[src/data_port_regs.svh]
// Purpose: Register map, field positions, reset values and timing figures
// Assumes: 32-bit register port, 50 MHz clock
// Notes: Definitions only
`ifndef DATA_PORT_REGS_SVH
`define DATA_PORT_REGS_SVH

// Register byte offsets
`define REG_CTRL 8'h00
`define REG_CTS_DELAY 8'h04
`define REG_HOLD 8'h08
`define REG_SECURITY 8'h0c
`define REG_STATUS 8'h10

// Control register fields
`define CTRL_BUF_BIT 0
`define CTRL_KEY_BIT 1
`define CTRL_MASTER_BIT 2

// Hold register: flag bit meaning not applicable in modem mode
`define HOLD_NA_BIT 16
`define HOLD_MAX 16'hea60
`define HOLD_RESET 16'h0000
`define CTS_DELAY_RESET 8'h00
`define SECURITY_NONE 8'h00

// Millisecond tick, derived from the clock period
`define MS_NS 1000000
`define CLK_NS 20
`define TICK_CYCLES (`MS_NS / `CLK_NS)

`endif

[src/data_port_pkg.sv]
// Purpose: Types shared by the data port control logic
// Assumes: Constants live in data_port_regs.svh
// Notes: Keyline states are Gray coded along idle, key-up, send, hold
package data_port_pkg;
  typedef enum logic [1:0] {
    KEY_IDLE = 2'b00,
    KEY_UP = 2'b01,
    KEY_SEND = 2'b11,
    KEY_HOLD = 2'b10
  } key_state_e;
  typedef logic [7:0] addr_t;
  typedef logic [31:0] word_t;
endpackage

[src/data_port_handshake_buffering.sv]
// Purpose: Payload port release, buffering and RTS/CTS handshake control
// Assumes: Single 50 MHz clock, synchronous active-low reset
// Notes: Received radio bytes pass an 8-word FIFO before the port
//
// Overview of operation
// Buffering off: bytes go to the port as soon as frames arrive.
// Buffering on: hold data until a whole packet, then send gap-free. A full 8-word FIFO releases a longer packet early.
// Attached equipment keeps buffered messages at 256 characters or less.
// Buffering changes only port delivery timing, never radio transmission.
// Only a master writes the buffer setting; remotes take the broadcast.
// Security is none or 1 to 255, none at reset; nonzero encrypts.
// Reading security shows only active or inactive, never the value.
// A remote with a security value unlike the master's never synchronizes.
// Clear-to-send delay is 0 to 255 ms and times the CTS response.
// Modem mode raises CTS after the delay from RTS; zero is immediate.
// Keyline mode ignores RTS and uses CTS to key another radio.
// Keyline mode raises CTS at once when radio data is received.
// Keyline mode withholds port output until the key-up delay ends.
// Keyline CTS stays up for hold time after the last character.
// Reading hold time in modem mode returns a not-applicable flag.
// Modem mode is the reset default; port characters key the transmitter.
// Modem mode drops CTS while the radio cannot keep up.
// A millisecond tick counts both delays; counters reload on triggers.
//
// The address-and-strobe port and the register offsets were left to the implementer.
`timescale 1ns/1ps
`include "data_port_regs.svh"

module byte_fifo #(
  parameter int WIDTH = 9,
  parameter int DEPTH = 8
) (
  input wire logic clk,
  input wire logic rst_n,
  input wire logic in_valid,
  output logic in_ready,
  input wire logic [WIDTH-1:0] in_data,
  output logic out_valid,
  input wire logic out_ready,
  output logic [WIDTH-1:0] out_data,
  output logic [$clog2(DEPTH):0] count
);
  localparam int AW = $clog2(DEPTH);
  logic [WIDTH-1:0] mem_q [DEPTH];
  logic [WIDTH-1:0] mem_d [DEPTH];
  logic [AW-1:0] wr_q, wr_d, rd_q, rd_d;
  logic [AW:0] cnt_q, cnt_d;
  logic push, pop;

  // Full and empty come straight from the occupancy count
  assign in_ready = (cnt_q != (AW+1)'(DEPTH));
  assign out_valid = (cnt_q != '0);
  assign out_data = mem_q[rd_q];
  assign count = cnt_q;
  assign push = in_valid && in_ready;
  assign pop = out_valid && out_ready;

  // Pointer, count and storage next values
  always_comb begin
    mem_d = mem_q;
    wr_d = wr_q;
    rd_d = rd_q;
    cnt_d = cnt_q;
    if (push) begin
      mem_d[wr_q] = in_data;
      wr_d = (wr_q == AW'(DEPTH-1)) ? '0 : wr_q + 1'b1;
    end
    if (pop) begin
      rd_d = (rd_q == AW'(DEPTH-1)) ? '0 : rd_q + 1'b1;
    end
    if (push && !pop) begin
      cnt_d = cnt_q + 1'b1;
    end else if (pop && !push) begin
      cnt_d = cnt_q - 1'b1;
    end
  end

  always_ff @(posedge clk) begin
    if (!rst_n) begin
      wr_q <= '0;
      rd_q <= '0;
      cnt_q <= '0;
    end else begin
      wr_q <= wr_d;
      rd_q <= rd_d;
      cnt_q <= cnt_d;
    end
    mem_q <= mem_d;
  end
endmodule

module data_port_handshake_buffering
  import data_port_pkg::*;
#(
  parameter int TICK_CYCLES = `TICK_CYCLES,
  parameter int DEPTH = 8
) (
  input wire logic clk,
  input wire logic rst_n,
  input wire addr_t reg_addr,
  input wire word_t reg_wdata,
  input wire logic reg_wr,
  input wire logic reg_rd,
  output word_t reg_rdata,
  input wire logic rx_valid,
  output logic rx_ready,
  input wire logic [7:0] rx_data,
  input wire logic rx_last,
  output logic out_valid,
  input wire logic out_ready,
  output logic [7:0] out_data,
  input wire logic port_tx_idle,
  input wire logic rts_pin,
  output logic cts_pin,
  input wire logic port_rx_valid,
  input wire logic radio_tx_ready,
  output logic key_tx,
  input wire logic bcast_valid,
  input wire logic bcast_buffer_mode,
  input wire logic sync_seen,
  input wire logic [7:0] heard_code,
  input wire logic sync_lost,
  output logic synced,
  output logic encrypt_en
);
  localparam int AW = $clog2(DEPTH);
  localparam int TW = $clog2(TICK_CYCLES);

  logic packet_buffer_mode_q, packet_buffer_mode_d;
  logic keyline_q, keyline_d, master_q, master_d;
  logic [7:0] cts_delay_q, cts_delay_d, security_q, security_d;
  logic [15:0] clear_hold_time_q, clear_hold_time_d;
  word_t rdata_q, rdata_d;
  logic synced_q, synced_d;
  logic modem_mode;

  // Software writes decode the offset, one match per strobe
  function automatic logic hit(input addr_t a, input addr_t off);
    hit = (a == off);
  endfunction

  assign modem_mode = !keyline_q;

  // Register file: writes, broadcasts and sync qualification
  always_comb begin
    packet_buffer_mode_d = packet_buffer_mode_q;
    keyline_d = keyline_q;
    master_d = master_q;
    cts_delay_d = cts_delay_q;
    clear_hold_time_d = clear_hold_time_q;
    security_d = security_q;
    synced_d = synced_q;
    if (reg_wr && hit(reg_addr, `REG_CTRL)) begin
      keyline_d = reg_wdata[`CTRL_KEY_BIT];
      master_d = reg_wdata[`CTRL_MASTER_BIT];
      if (master_q) begin
        packet_buffer_mode_d = reg_wdata[`CTRL_BUF_BIT];
      end
    end
    if (!master_q && bcast_valid) begin
      packet_buffer_mode_d = bcast_buffer_mode;
    end
    if (reg_wr && hit(reg_addr, `REG_CTS_DELAY)) begin
      cts_delay_d = reg_wdata[7:0];
    end
    // Compare the whole word so large writes clamp rather than wrap
    if (reg_wr && hit(reg_addr, `REG_HOLD)) begin
      clear_hold_time_d = reg_wdata[15:0];
      if (reg_wdata > {16'h0000, `HOLD_MAX}) begin
        clear_hold_time_d = `HOLD_MAX;
      end
    end
    if (reg_wr && hit(reg_addr, `REG_SECURITY)) begin
      security_d = reg_wdata[7:0];
    end
    // A heard master only counts when its code equals ours
    if (sync_lost) begin
      synced_d = 1'b0;
    end
    if (sync_seen) begin
      synced_d = (heard_code == security_q);
    end
  end

  always_ff @(posedge clk) begin
    if (!rst_n) begin
      packet_buffer_mode_q <= 1'b0;
      keyline_q <= 1'b0;
      master_q <= 1'b0;
      cts_delay_q <= `CTS_DELAY_RESET;
      clear_hold_time_q <= `HOLD_RESET;
      security_q <= `SECURITY_NONE;
      synced_q <= 1'b0;
    end else begin
      packet_buffer_mode_q <= packet_buffer_mode_d;
      keyline_q <= keyline_d;
      master_q <= master_d;
      cts_delay_q <= cts_delay_d;
      clear_hold_time_q <= clear_hold_time_d;
      security_q <= security_d;
      synced_q <= synced_d;
    end
  end

  assign encrypt_en = (security_q != `SECURITY_NONE);
  assign synced = synced_q;

  // RTS arrives from the pin, so it passes two flops first
  logic rts_meta_q, rts_s_q, rts_old_q;
  always_ff @(posedge clk) begin
    if (!rst_n) begin
      rts_meta_q <= 1'b0;
      rts_s_q <= 1'b0;
      rts_old_q <= 1'b0;
    end else begin
      rts_meta_q <= rts_pin;
      rts_s_q <= rts_meta_q;
      rts_old_q <= rts_s_q;
    end
  end

  // Receive path: byte plus end-of-packet flag in the FIFO
  logic [8:0] fifo_out;
  logic fifo_out_valid, pop;
  logic [AW:0] fifo_count;
  logic fifo_full;
  byte_fifo #(.WIDTH(9), .DEPTH(DEPTH)) u_fifo (
    .clk(clk),
    .rst_n(rst_n),
    .in_valid(rx_valid),
    .in_ready(rx_ready),
    .in_data({rx_last, rx_data}),
    .out_valid(fifo_out_valid),
    .out_ready(pop),
    .out_data(fifo_out),
    .count(fifo_count)
  );
  assign fifo_full = !rx_ready;

  // Keyline sequencer, millisecond prescaler and shared delay counter
  key_state_e state_q, state_d;
  logic [TW-1:0] pre_q, pre_d;
  logic [15:0] cnt_q, cnt_d;
  logic tick, load, mdone_q, mdone_d, cts_q, cts_d;
  logic [AW:0] pkt_q, pkt_d;
  logic drain_q, drain_d, release_ok, port_go;
  logic push_last, pop_last, rx_seen;

  assign tick = (pre_q == TW'(TICK_CYCLES-1));
  assign rx_seen = rx_valid || fifo_out_valid;
  assign push_last = rx_valid && rx_ready && rx_last;
  assign pop_last = pop && fifo_out[8];

  // Buffered release waits for a whole packet; a full FIFO forces release
  assign release_ok = !packet_buffer_mode_q || (pkt_q != '0) || drain_q ||
                      fifo_full;
  assign port_go = modem_mode || (state_q == KEY_SEND);
  assign out_valid = fifo_out_valid && release_ok && port_go;
  assign out_data = fifo_out[7:0];
  assign pop = out_valid && out_ready;

  always_comb begin
    state_d = state_q;
    cnt_d = cnt_q;
    mdone_d = mdone_q;
    load = 1'b0;
    pkt_d = pkt_q;
    drain_d = drain_q;
    if (push_last && !pop_last) begin
      pkt_d = pkt_q + 1'b1;
    end else if (pop_last && !push_last) begin
      pkt_d = pkt_q - 1'b1;
    end
    if (pop) begin
      drain_d = !fifo_out[8]; // Once started, a packet leaves unbroken
    end
    if (modem_mode) begin
      state_d = KEY_IDLE;
      if (rts_s_q && !rts_old_q) begin
        load = 1'b1;
        cnt_d = {8'h00, cts_delay_q};
        mdone_d = (cts_delay_q == 8'h00);
      end else if (!rts_s_q) begin
        mdone_d = 1'b0;
      end else if (!mdone_q && tick) begin
        cnt_d = cnt_q - 16'h0001;
        mdone_d = (cnt_q == 16'h0001);
      end
    end else begin
      mdone_d = 1'b0;
      unique case (state_q)
        KEY_IDLE: begin
          if (rx_seen) begin
            load = 1'b1;
            cnt_d = {8'h00, cts_delay_q};
            state_d = (cts_delay_q == 8'h00) ? KEY_SEND : KEY_UP;
          end
        end
        KEY_UP: begin
          if (tick) begin
            cnt_d = cnt_q - 16'h0001;
            if (cnt_q == 16'h0001) begin
              state_d = KEY_SEND;
            end
          end
        end
        KEY_SEND: begin
          if (!rx_seen && port_tx_idle) begin
            load = 1'b1;
            cnt_d = clear_hold_time_q;
            state_d = (clear_hold_time_q == 16'h0000) ? KEY_IDLE
                                                      : KEY_HOLD;
          end
        end
        KEY_HOLD: begin
          if (rx_seen) begin
            state_d = KEY_SEND; // Still keyed, no new key-up wait
          end else if (tick) begin
            cnt_d = cnt_q - 16'h0001;
            if (cnt_q == 16'h0001) begin
              state_d = KEY_IDLE;
            end
          end
        end
      endcase
    end
    // Prescaler restarts on each trigger so delays are exact in ms
    pre_d = (load || tick) ? '0 : pre_q + 1'b1;
    if (modem_mode) begin
      cts_d = rts_s_q && mdone_d && radio_tx_ready;
    end else begin
      cts_d = (state_d != KEY_IDLE);
    end
  end

  always_ff @(posedge clk) begin
    if (!rst_n) begin
      state_q <= KEY_IDLE;
      pre_q <= '0;
      cnt_q <= 16'h0000;
      mdone_q <= 1'b0;
      cts_q <= 1'b0;
      pkt_q <= '0;
      drain_q <= 1'b0;
    end else begin
      state_q <= state_d;
      pre_q <= pre_d;
      cnt_q <= cnt_d;
      mdone_q <= mdone_d;
      cts_q <= cts_d;
      pkt_q <= pkt_d;
      drain_q <= drain_d;
    end
  end
  assign cts_pin = cts_q;

  // Transmit keying follows port characters in modem mode only, whatever the buffering
  logic key_q, key_d;
  always_comb begin
    key_d = modem_mode && port_rx_valid;
  end
  always_ff @(posedge clk) begin
    if (!rst_n) begin
      key_q <= 1'b0;
    end else begin
      key_q <= key_d;
    end
  end
  assign key_tx = key_q;

  // Read data: answered one cycle after the strobe, zero otherwise
  always_comb begin
    rdata_d = '0;
    if (reg_rd) begin
      unique case (reg_addr)
        `REG_CTRL: begin
          rdata_d[`CTRL_BUF_BIT] = packet_buffer_mode_q &&
                                   (master_q || synced_q);
          rdata_d[`CTRL_KEY_BIT] = keyline_q;
          rdata_d[`CTRL_MASTER_BIT] = master_q;
        end
        `REG_CTS_DELAY: rdata_d[7:0] = cts_delay_q;
        `REG_HOLD: begin
          if (modem_mode) begin
            rdata_d[`HOLD_NA_BIT] = 1'b1;
          end else begin
            rdata_d[15:0] = clear_hold_time_q;
          end
        end
        `REG_SECURITY: rdata_d[0] = encrypt_en;
        `REG_STATUS: rdata_d = {23'h000000, 4'(fifo_count), 1'b0,
                                state_q, synced_q, cts_q};
        default: rdata_d = '0;
      endcase
    end
  end
  always_ff @(posedge clk) begin
    if (!rst_n) begin
      rdata_q <= '0;
    end else begin
      rdata_q <= rdata_d;
    end
  end
  assign reg_rdata = rdata_q;
endmodule

[config.mk]
export PLATFORM = sky130hd
export DESIGN_NAME = data_port_handshake_buffering
export DESIGN_NICKNAME = d
export VERILOG_FILES = /design/src/data_port_pkg.sv /design/src/data_port_handshake_buffering.sv
export VERILOG_INCLUDE_DIRS = /design/src
export SDC_FILE = /design/constraint.sdc
export NUM_CORES = 1
export LEC_CHECK = 0
export BUFFER_PORTS_ARGS = -buffer_cell sky130_fd_sc_hd__buf_2
export CAP_MARGIN = 0
export CORE_MARGIN = 2
export CORE_UTILIZATION = 40
export DETAILED_ROUTE_END_ITERATION = 12
export PLACE_DENSITY = 0.68
export SLEW_MARGIN = 0
export SYNTH_ARGS = -nofsm -noshare
export SYNTH_HDL_FRONTEND = slang
export SYNTH_SLANG_ARGS = --single-unit
[constraint.sdc]
create_clock -name clk -period 6.9 [get_ports clk]
set_input_delay 1.38 -clock clk [delete_from_list [all_inputs] [get_ports clk]]
set_output_delay 1.38 -clock clk [all_outputs]
set_load 0.1 [all_outputs]
==> flow_metrics.py, run 1 <==
metrics = {
    "run_status": {
        "outcome": "complete, no violations",
    },
    "worst_hold_path": {
        "hp-class": "reg -> reg",
    },
    "grt": {
        "grt_usage_pct": 18.85,
        "antenna_found_initial": 0,
        "first_global_vias": 6324,
        "grt_pass1_wl_mm": 33.51,
        "grt_max_degree": 55,
        "gr-total-overflow": 0,
    },
    "finish": {
        "fin_area_sq_um": 10000,
        "area_growth_pct": 15.34,
        "drive_gt1_share_pct": 19.91,
        "fillers": 1920,
        "n_antenna_cell": 0,
        "finalNetCount": 1002,
        "utilization_pct": 47.28,
    },
    "worst_setup_path": {
        "cp.required_ns": 5.52,
        "crit_buf_inv": 2,
        "setup.worst_path.class": "reg -> out",
        "cp_slowest_stage_delay_ns": 0.64,
        "crit_family": "multiplexers",
        "cp.arrival_ns": 2.54,
        "cp_slowest_cell": "dfxtp_1",
        "path_cells": "buf_4 -> mux4_2 -> mux2_2 -> buf_2",
        "crit_fanout": 12,
        "end_kind": "output pin",
        "worstSetupStartpointType": "flop",
    },
    "power": {
        "peakVddDrop_mv": 0.1398,
        "totalPowerFinal_uw": 3087,
        "p_leak_uw": 0.003709,
        "power-per-cell-area_nw_per_um2": 308.7,
    },
    "drt": {
        "wl_met3_mm": 1.103,
        "drtAntennaViolNets": 0,
        "drc": 0,
        "via_count": 6724,
        "viasPerCell": 5.608,
        "routedWlPerCell_um": 17.62,
        "wl_mm": 21.13,
        "drt_iter0_markers": 579,
        "wl_met2_mm": 10.00,
        "top_layer": "met4",
        "met1_length_mm": 9.769,
        "drt_pass1_iterations": 5,
    },
    "synth": {
        "seq_area_frac_synth_pct": 49.86,
        "yosys.area.top_type": "dfxtp_1",
        "ys_seq_elements": 180,
        "synth_most_common_cell": "dfxtp_1",
        "synth_edf_count": 72,
        "syn_avg_cell_area_sq_um": 10.47,
        "netlist_area_sq_um": 8672,
        "synth_top_area_share_pct": 24.93,
        "netlist_top_cells_area": "dfxtp_1 25%, edfxtp_1 25%, mux4_2 4.7%",
        "async_reset_ff_share_pct": 0,
        "syn_inst": 828,
        "yosys_warnings": 0,
        "synth_cell_types": 75,
        "yosys-top-cells-count": "108 x dfxtp_1, 74 x nor2_1, 72 x edfxtp_1, 63 x nand2_1, 47 x a21oi_1",
        "ys_dominant_reg_cell": "dfxtp_1",
    },
    "placement": {
        "hpwl_mm": 14.55,
        "dpl_cell_area_sq_um": 9364,
        "place_congestion": 0.8640,
        "portBuffers": 101,
    },
    "sta": {
        "period_needed_ns": 3.925,
        "setup_tns_ns": 0,
        "rsz0062_at_grt": "no",
        "slew_violations": 0,
        "setup_viol": 0,
        "finalHoldViolCount": 0,
        "tightest_slew_ns": 1.112,
        "fmax_mhz": 254.8,
        "min_period_over_period_pct": 56.88,
        "slew_headroom_pct": 25.57,
        "worst_hold_slack_ns": 0.4384,
        "finalClockSkew_ns": 0.009184,
    },
    "clocking": {
        "cts-root-buf": "clkbuf_16",
        "numCtsBuffers": 17,
        "path_clk_slew_ns": 0.08,
        "cts_setup_buffers": 0,
        "htreeDepth": 4,
        "cts_tree": "done",
        "clk_path_buf_depth": 2,
        "cts_resized": 0,
        "ctsHoldBuffers": 0,
        "clock-sinks": 180,
        "clock_latency_ns": 0.43,
    },
    "floorplanning": {
        "core_area_sq_um": 21150,
        "io_pins": 117,
        "start_util_pct": 40.99,
        "die_x_um": 151.2,
        "std_cell_rows": 53,
        "dieHeight_um": 151.2,
        "die_area_sq_um": 22870,
    },
    "job": {
        "drv_cap": 0,
    },
}
[cell families (layout without fill, tap and decap cells)]
group	after synthesis	after routing	share of synthesized area, %
AND/OR/NAND/NOR	316	316	19.18
flip-flops	180	180	49.86
AO/OA/AOI/OAI	156	156	12.57
buffers and inverters	79	161	4.242
multiplexers	44	44	7.820
XOR/XNOR	32	32	3.232
adder cells (fa/ha/maj)	20	20	3.059
other	1	15	0.04324
[power by group]
group	switching [uW]	internal, uW
registers	72.1	1170
logic	552	295
clock network	498	504
total	1120	1970
[per-layer routing]
layer | GRT usage (%) | up-vias
li1 | - | 3256
met1 | 26.05 | 3253
met2 | 30.11 | 197
met3 | 3.735 | 18
met4 | 5.280 | 0
met5 | 0 | -
[area by class of cell]
type | instances | area, sq um | area share (%)
clock buffers | 17 | 425.4 | 4.253
flip-flops and latches | 180 | 4324 | 43.23
inverters | 19 | 71.32 | 0.7130
clock inverters | 15 | 207.7 | 2.077
multi-input cells | 583 | 4059 | 40.58
repair buffers | 110 | 570.5 | 5.704
well taps | 275 | 344.1 | 3.440
[metrics by stage]
stage	cells	setup slack (ns)
4_1_cts	1198	2.901
2_1_floorplan	842	3.394
3_5_place_dp	1166	3.173
6_report	1199	2.975
5_1_grt	1199	2.821
3_3_place_gp	1166	3.217
[path summary, 6_finish.rpt]
path / startpoint / endpoint / slack, ns / cells after the start
worst min register to register: rts_meta_q / rts_s_q / 0.44 / 1
worst max-delay path: u_fifo.rd_q[0] / out_data[2] / 2.98 / 4
worst max register to register: u_fifo.rd_q[1] / pkt_q[3] / 3.70 / 11
worst min-delay path: rts_meta_q / rts_s_q / 0.44 / 1
[placed cells by master (no fill, tap or decap), types with 18 or more instances in the layout]
master    count
buf_2       101
mux4_2       18
nand2_1      63
edfxtp_1     72
inv_1        19
nor2_1       74
nand3_1      22
ha_1         18
nor4_1       23
a21oi_1      47
dfxtp_1     108
xor2_1       18
nor3_1       28
and3_1       18
[state kept, by name, summed over array words and instances (netlist names), 2 cells and up]
register / count
u_fifo.wr_q: 3
clear_hold_time_q: 16
state_q: 2
u_fifo.rd_q: 3
pkt_q: 4
security_q: 8
u_fifo.count: 4
cts_delay_q: 8
cnt_q: 16
u_fifo.mem_q: 72
pre_q: 16
reg_rdata: 17
No activity file was read; power rests on OpenSTA's default activity.
==> inputs of run 2 (changes only) <==
==> constraint.sdc (replaced) <==
create_clock -name clk -period 3.85 [get_ports clk]
set_input_delay 0.77 -clock clk [delete_from_list [all_inputs] [get_ports clk]]
set_output_delay 0.77 -clock clk [all_outputs]
set_load 0.1 [all_outputs]
==> run 2 against run 1 <==
Sequential share of layout area decreased by 0.19 points. Critical endpoint is now out_data[5]. Via count increased by 2.2%. Clock power increased by 81%. Die area unchanged. Critical path depth unchanged. Highest routed layer unchanged. Hold slack improved by 0.0035 ns. First-iteration DRC count increased by 28%. Largest cell class unchanged. Register-to-register slack got worse by 3.0 ns.
==> flow_metrics.py, run 2 (synthesis results as in run 1) <==
metrics = {
    "clocking": {
        "htreeDepth": 4,
        "path_clk_slew_ns": 0.08,
        "cts_setup_buffers": 0,
        "clock_latency_ns": 0.44,
        "clock-sinks": 180,
        "cts_tree": "done",
        "numCtsBuffers": 17,
        "clk_path_buf_depth": 2,
        "cts_resized": 0,
        "cts-root-buf": "clkbuf_16",
        "ctsHoldBuffers": 0,
    },
    "worst_setup_path": {
        "cp_slowest_stage_delay_ns": 0.59,
        "crit_buf_inv": 2,
        "setup.worst_path.class": "reg -> out",
        "end_kind": "output pin",
        "crit_fanout": 15,
        "crit_family": "multiplexers",
        "cp_slowest_cell": "dfxtp_1",
        "cp.arrival_ns": 2.51,
        "worstSetupStartpointType": "flop",
        "path_cells": "buf_4 -> mux4_2 -> mux2_2 -> buf_2",
        "cp.required_ns": 3.08,
    },
    "finish": {
        "drive_gt1_share_pct": 20.17,
        "finalNetCount": 1010,
        "mostFrequentLayoutCell": "dfxtp_1",
        "area_growth_pct": 15.84,
        "largest_reg_flops": 72,
        "layout_common_cells": "108 x dfxtp_1, 101 x buf_2, 74 x nor2_1",
        "regMostFlops": "u_fifo.mem_q",
    },
    "sta": {
        "setup_tns_ns": 0,
        "slew_headroom_pct": 32.22,
        "tightest_slew_ns": 1.013,
        "setup_viol": 0,
        "min_period_over_period_pct": 85.25,
        "finalClockSkew_ns": 0.01314,
        "fmax_mhz": 304.7,
        "fin_ws_ns": 0.5680,
        "period_needed_ns": 3.282,
        "finalHoldViolCount": 0,
        "rsz0062_at_grt": "no",
        "slew_violations": 0,
    },
    "run_status": {
        "outcome": "complete, no violations",
    },
    "grt": {
        "antenna_found_initial": 1,
        "grt_max_degree": 46,
        "gr-total-overflow": 0,
        "grt_pass1_wl_mm": 34.38,
        "first_global_vias": 6442,
        "grt_usage_pct": 19.39,
    },
    "drt": {
        "routedWlPerCell_um": 17.82,
        "drtAntennaViolNets": 0,
        "drt_pass1_iterations": 6,
        "drt_iter0_markers": 742,
        "drc": 0,
        "wl_mm": 21.53,
        "via_count": 6869,
        "viasPerCell": 5.686,
    },
    "placement": {
        "portBuffers": 101,
        "hpwl_mm": 15.06,
        "place_congestion": 0.8720,
        "pre_cts_ws_ns": 0.7185,
    },
    "floorplanning": {
        "dieHeight_um": 151.2,
        "core_area_sq_um": 21150,
        "die_x_um": 151.2,
        "std_cell_rows": 53,
        "die_area_sq_um": 22870,
        "io_pins": 117,
        "start_util_pct": 40.99,
    },
    "power": {
        "peakVddDrop_mv": 0.3322,
        "power-per-cell-area_nw_per_um2": 554.2,
        "p_leak_uw": 0.003741,
    },
    "job": {
        "drv_cap": 0,
    },
    "worst_hold_path": {
        "hp-class": "reg -> reg",
    },
}
run 2: cell types whose count changed in the layout (fill, tap and decap cells not counted), sizes merged:
cell and delta:
buf +9, clkbuf -1, clkinv -1, diode +1, inv +1
run 2: final timing paths:
path | depth (start not counted) | from | endpoint | slack, ns
setup / recovery | 4 | u_fifo.rd_q[0] | out_data[5] | 0.57
hold / removal | 1 | rts_meta_q | rts_s_q | 0.44
setup reg to reg | 11 | state_q[0] | u_fifo.count[3] | 0.66
hold reg to reg | 1 | rts_meta_q | rts_s_q | 0.44
run 2: worst register-to-register path: cells and delay by family, from the launching register on:
kind            cells  cell delay (ns)
compound gates      4             0.80
xor+xnor            1             0.09
simple gates        2             0.52
buf+inv             1             0.12
fa+ha+maj           3             1.14
flops               1             0.45
run 2: power breakdown:
group | leakage (uW) | internal (uW) | total, uW | switching, uW
clock | 0.000304 | 906 | 1810 | 909
sequential | 0.00153 | 2090 | 2210 | 118
combinational | 0.00191 | 534 | 1540 | 1010
run 2: per-layer routing:
layer  part of all wire, %  up-vias  track usage [%]
met5                     0        -                0
met4                  0.98        0            5.234
met3                   5.6       17            3.404
met2                    48      204            30.79
met1                    46     3363            27.34
li1                      -     3285                -
run 2: metrics by stage:
| stage | utilization [%] | hold slack (ns) | cells | total power (uW) | instance area [sq um] |
|---|---|---|---|---|---|
| floorplan | - | 0.4119 | 842 | 3479 | 8725 |
| global placement | 44.49 | 0.4174 | 1175 | 3778 | 9412 |
| detailed placement | 44.49 | 0.4250 | 1175 | 3796 | 9412 |
| CTS | 47.48 | 0.4438 | 1207 | 5609 | 10040 |
| global route | 47.49 | 0.4734 | 1208 | 5815 | 10050 |
| finish | 47.49 | 0.4418 | 1208 | 5567 | 10050 |
run 2: area by class of cell:
cell class	count	area (sq um)
Fill cell	1911	11110
Antenna cell	1	2.502
Inverter	19	71.32
Sequential cell	180	4324
Timing Repair Buffer	118	633.1
Clock buffer	17	425.4
Clock inverter	15	206.4
Multi-Input combinational cell	583	4039
Tap cell	275	344.1
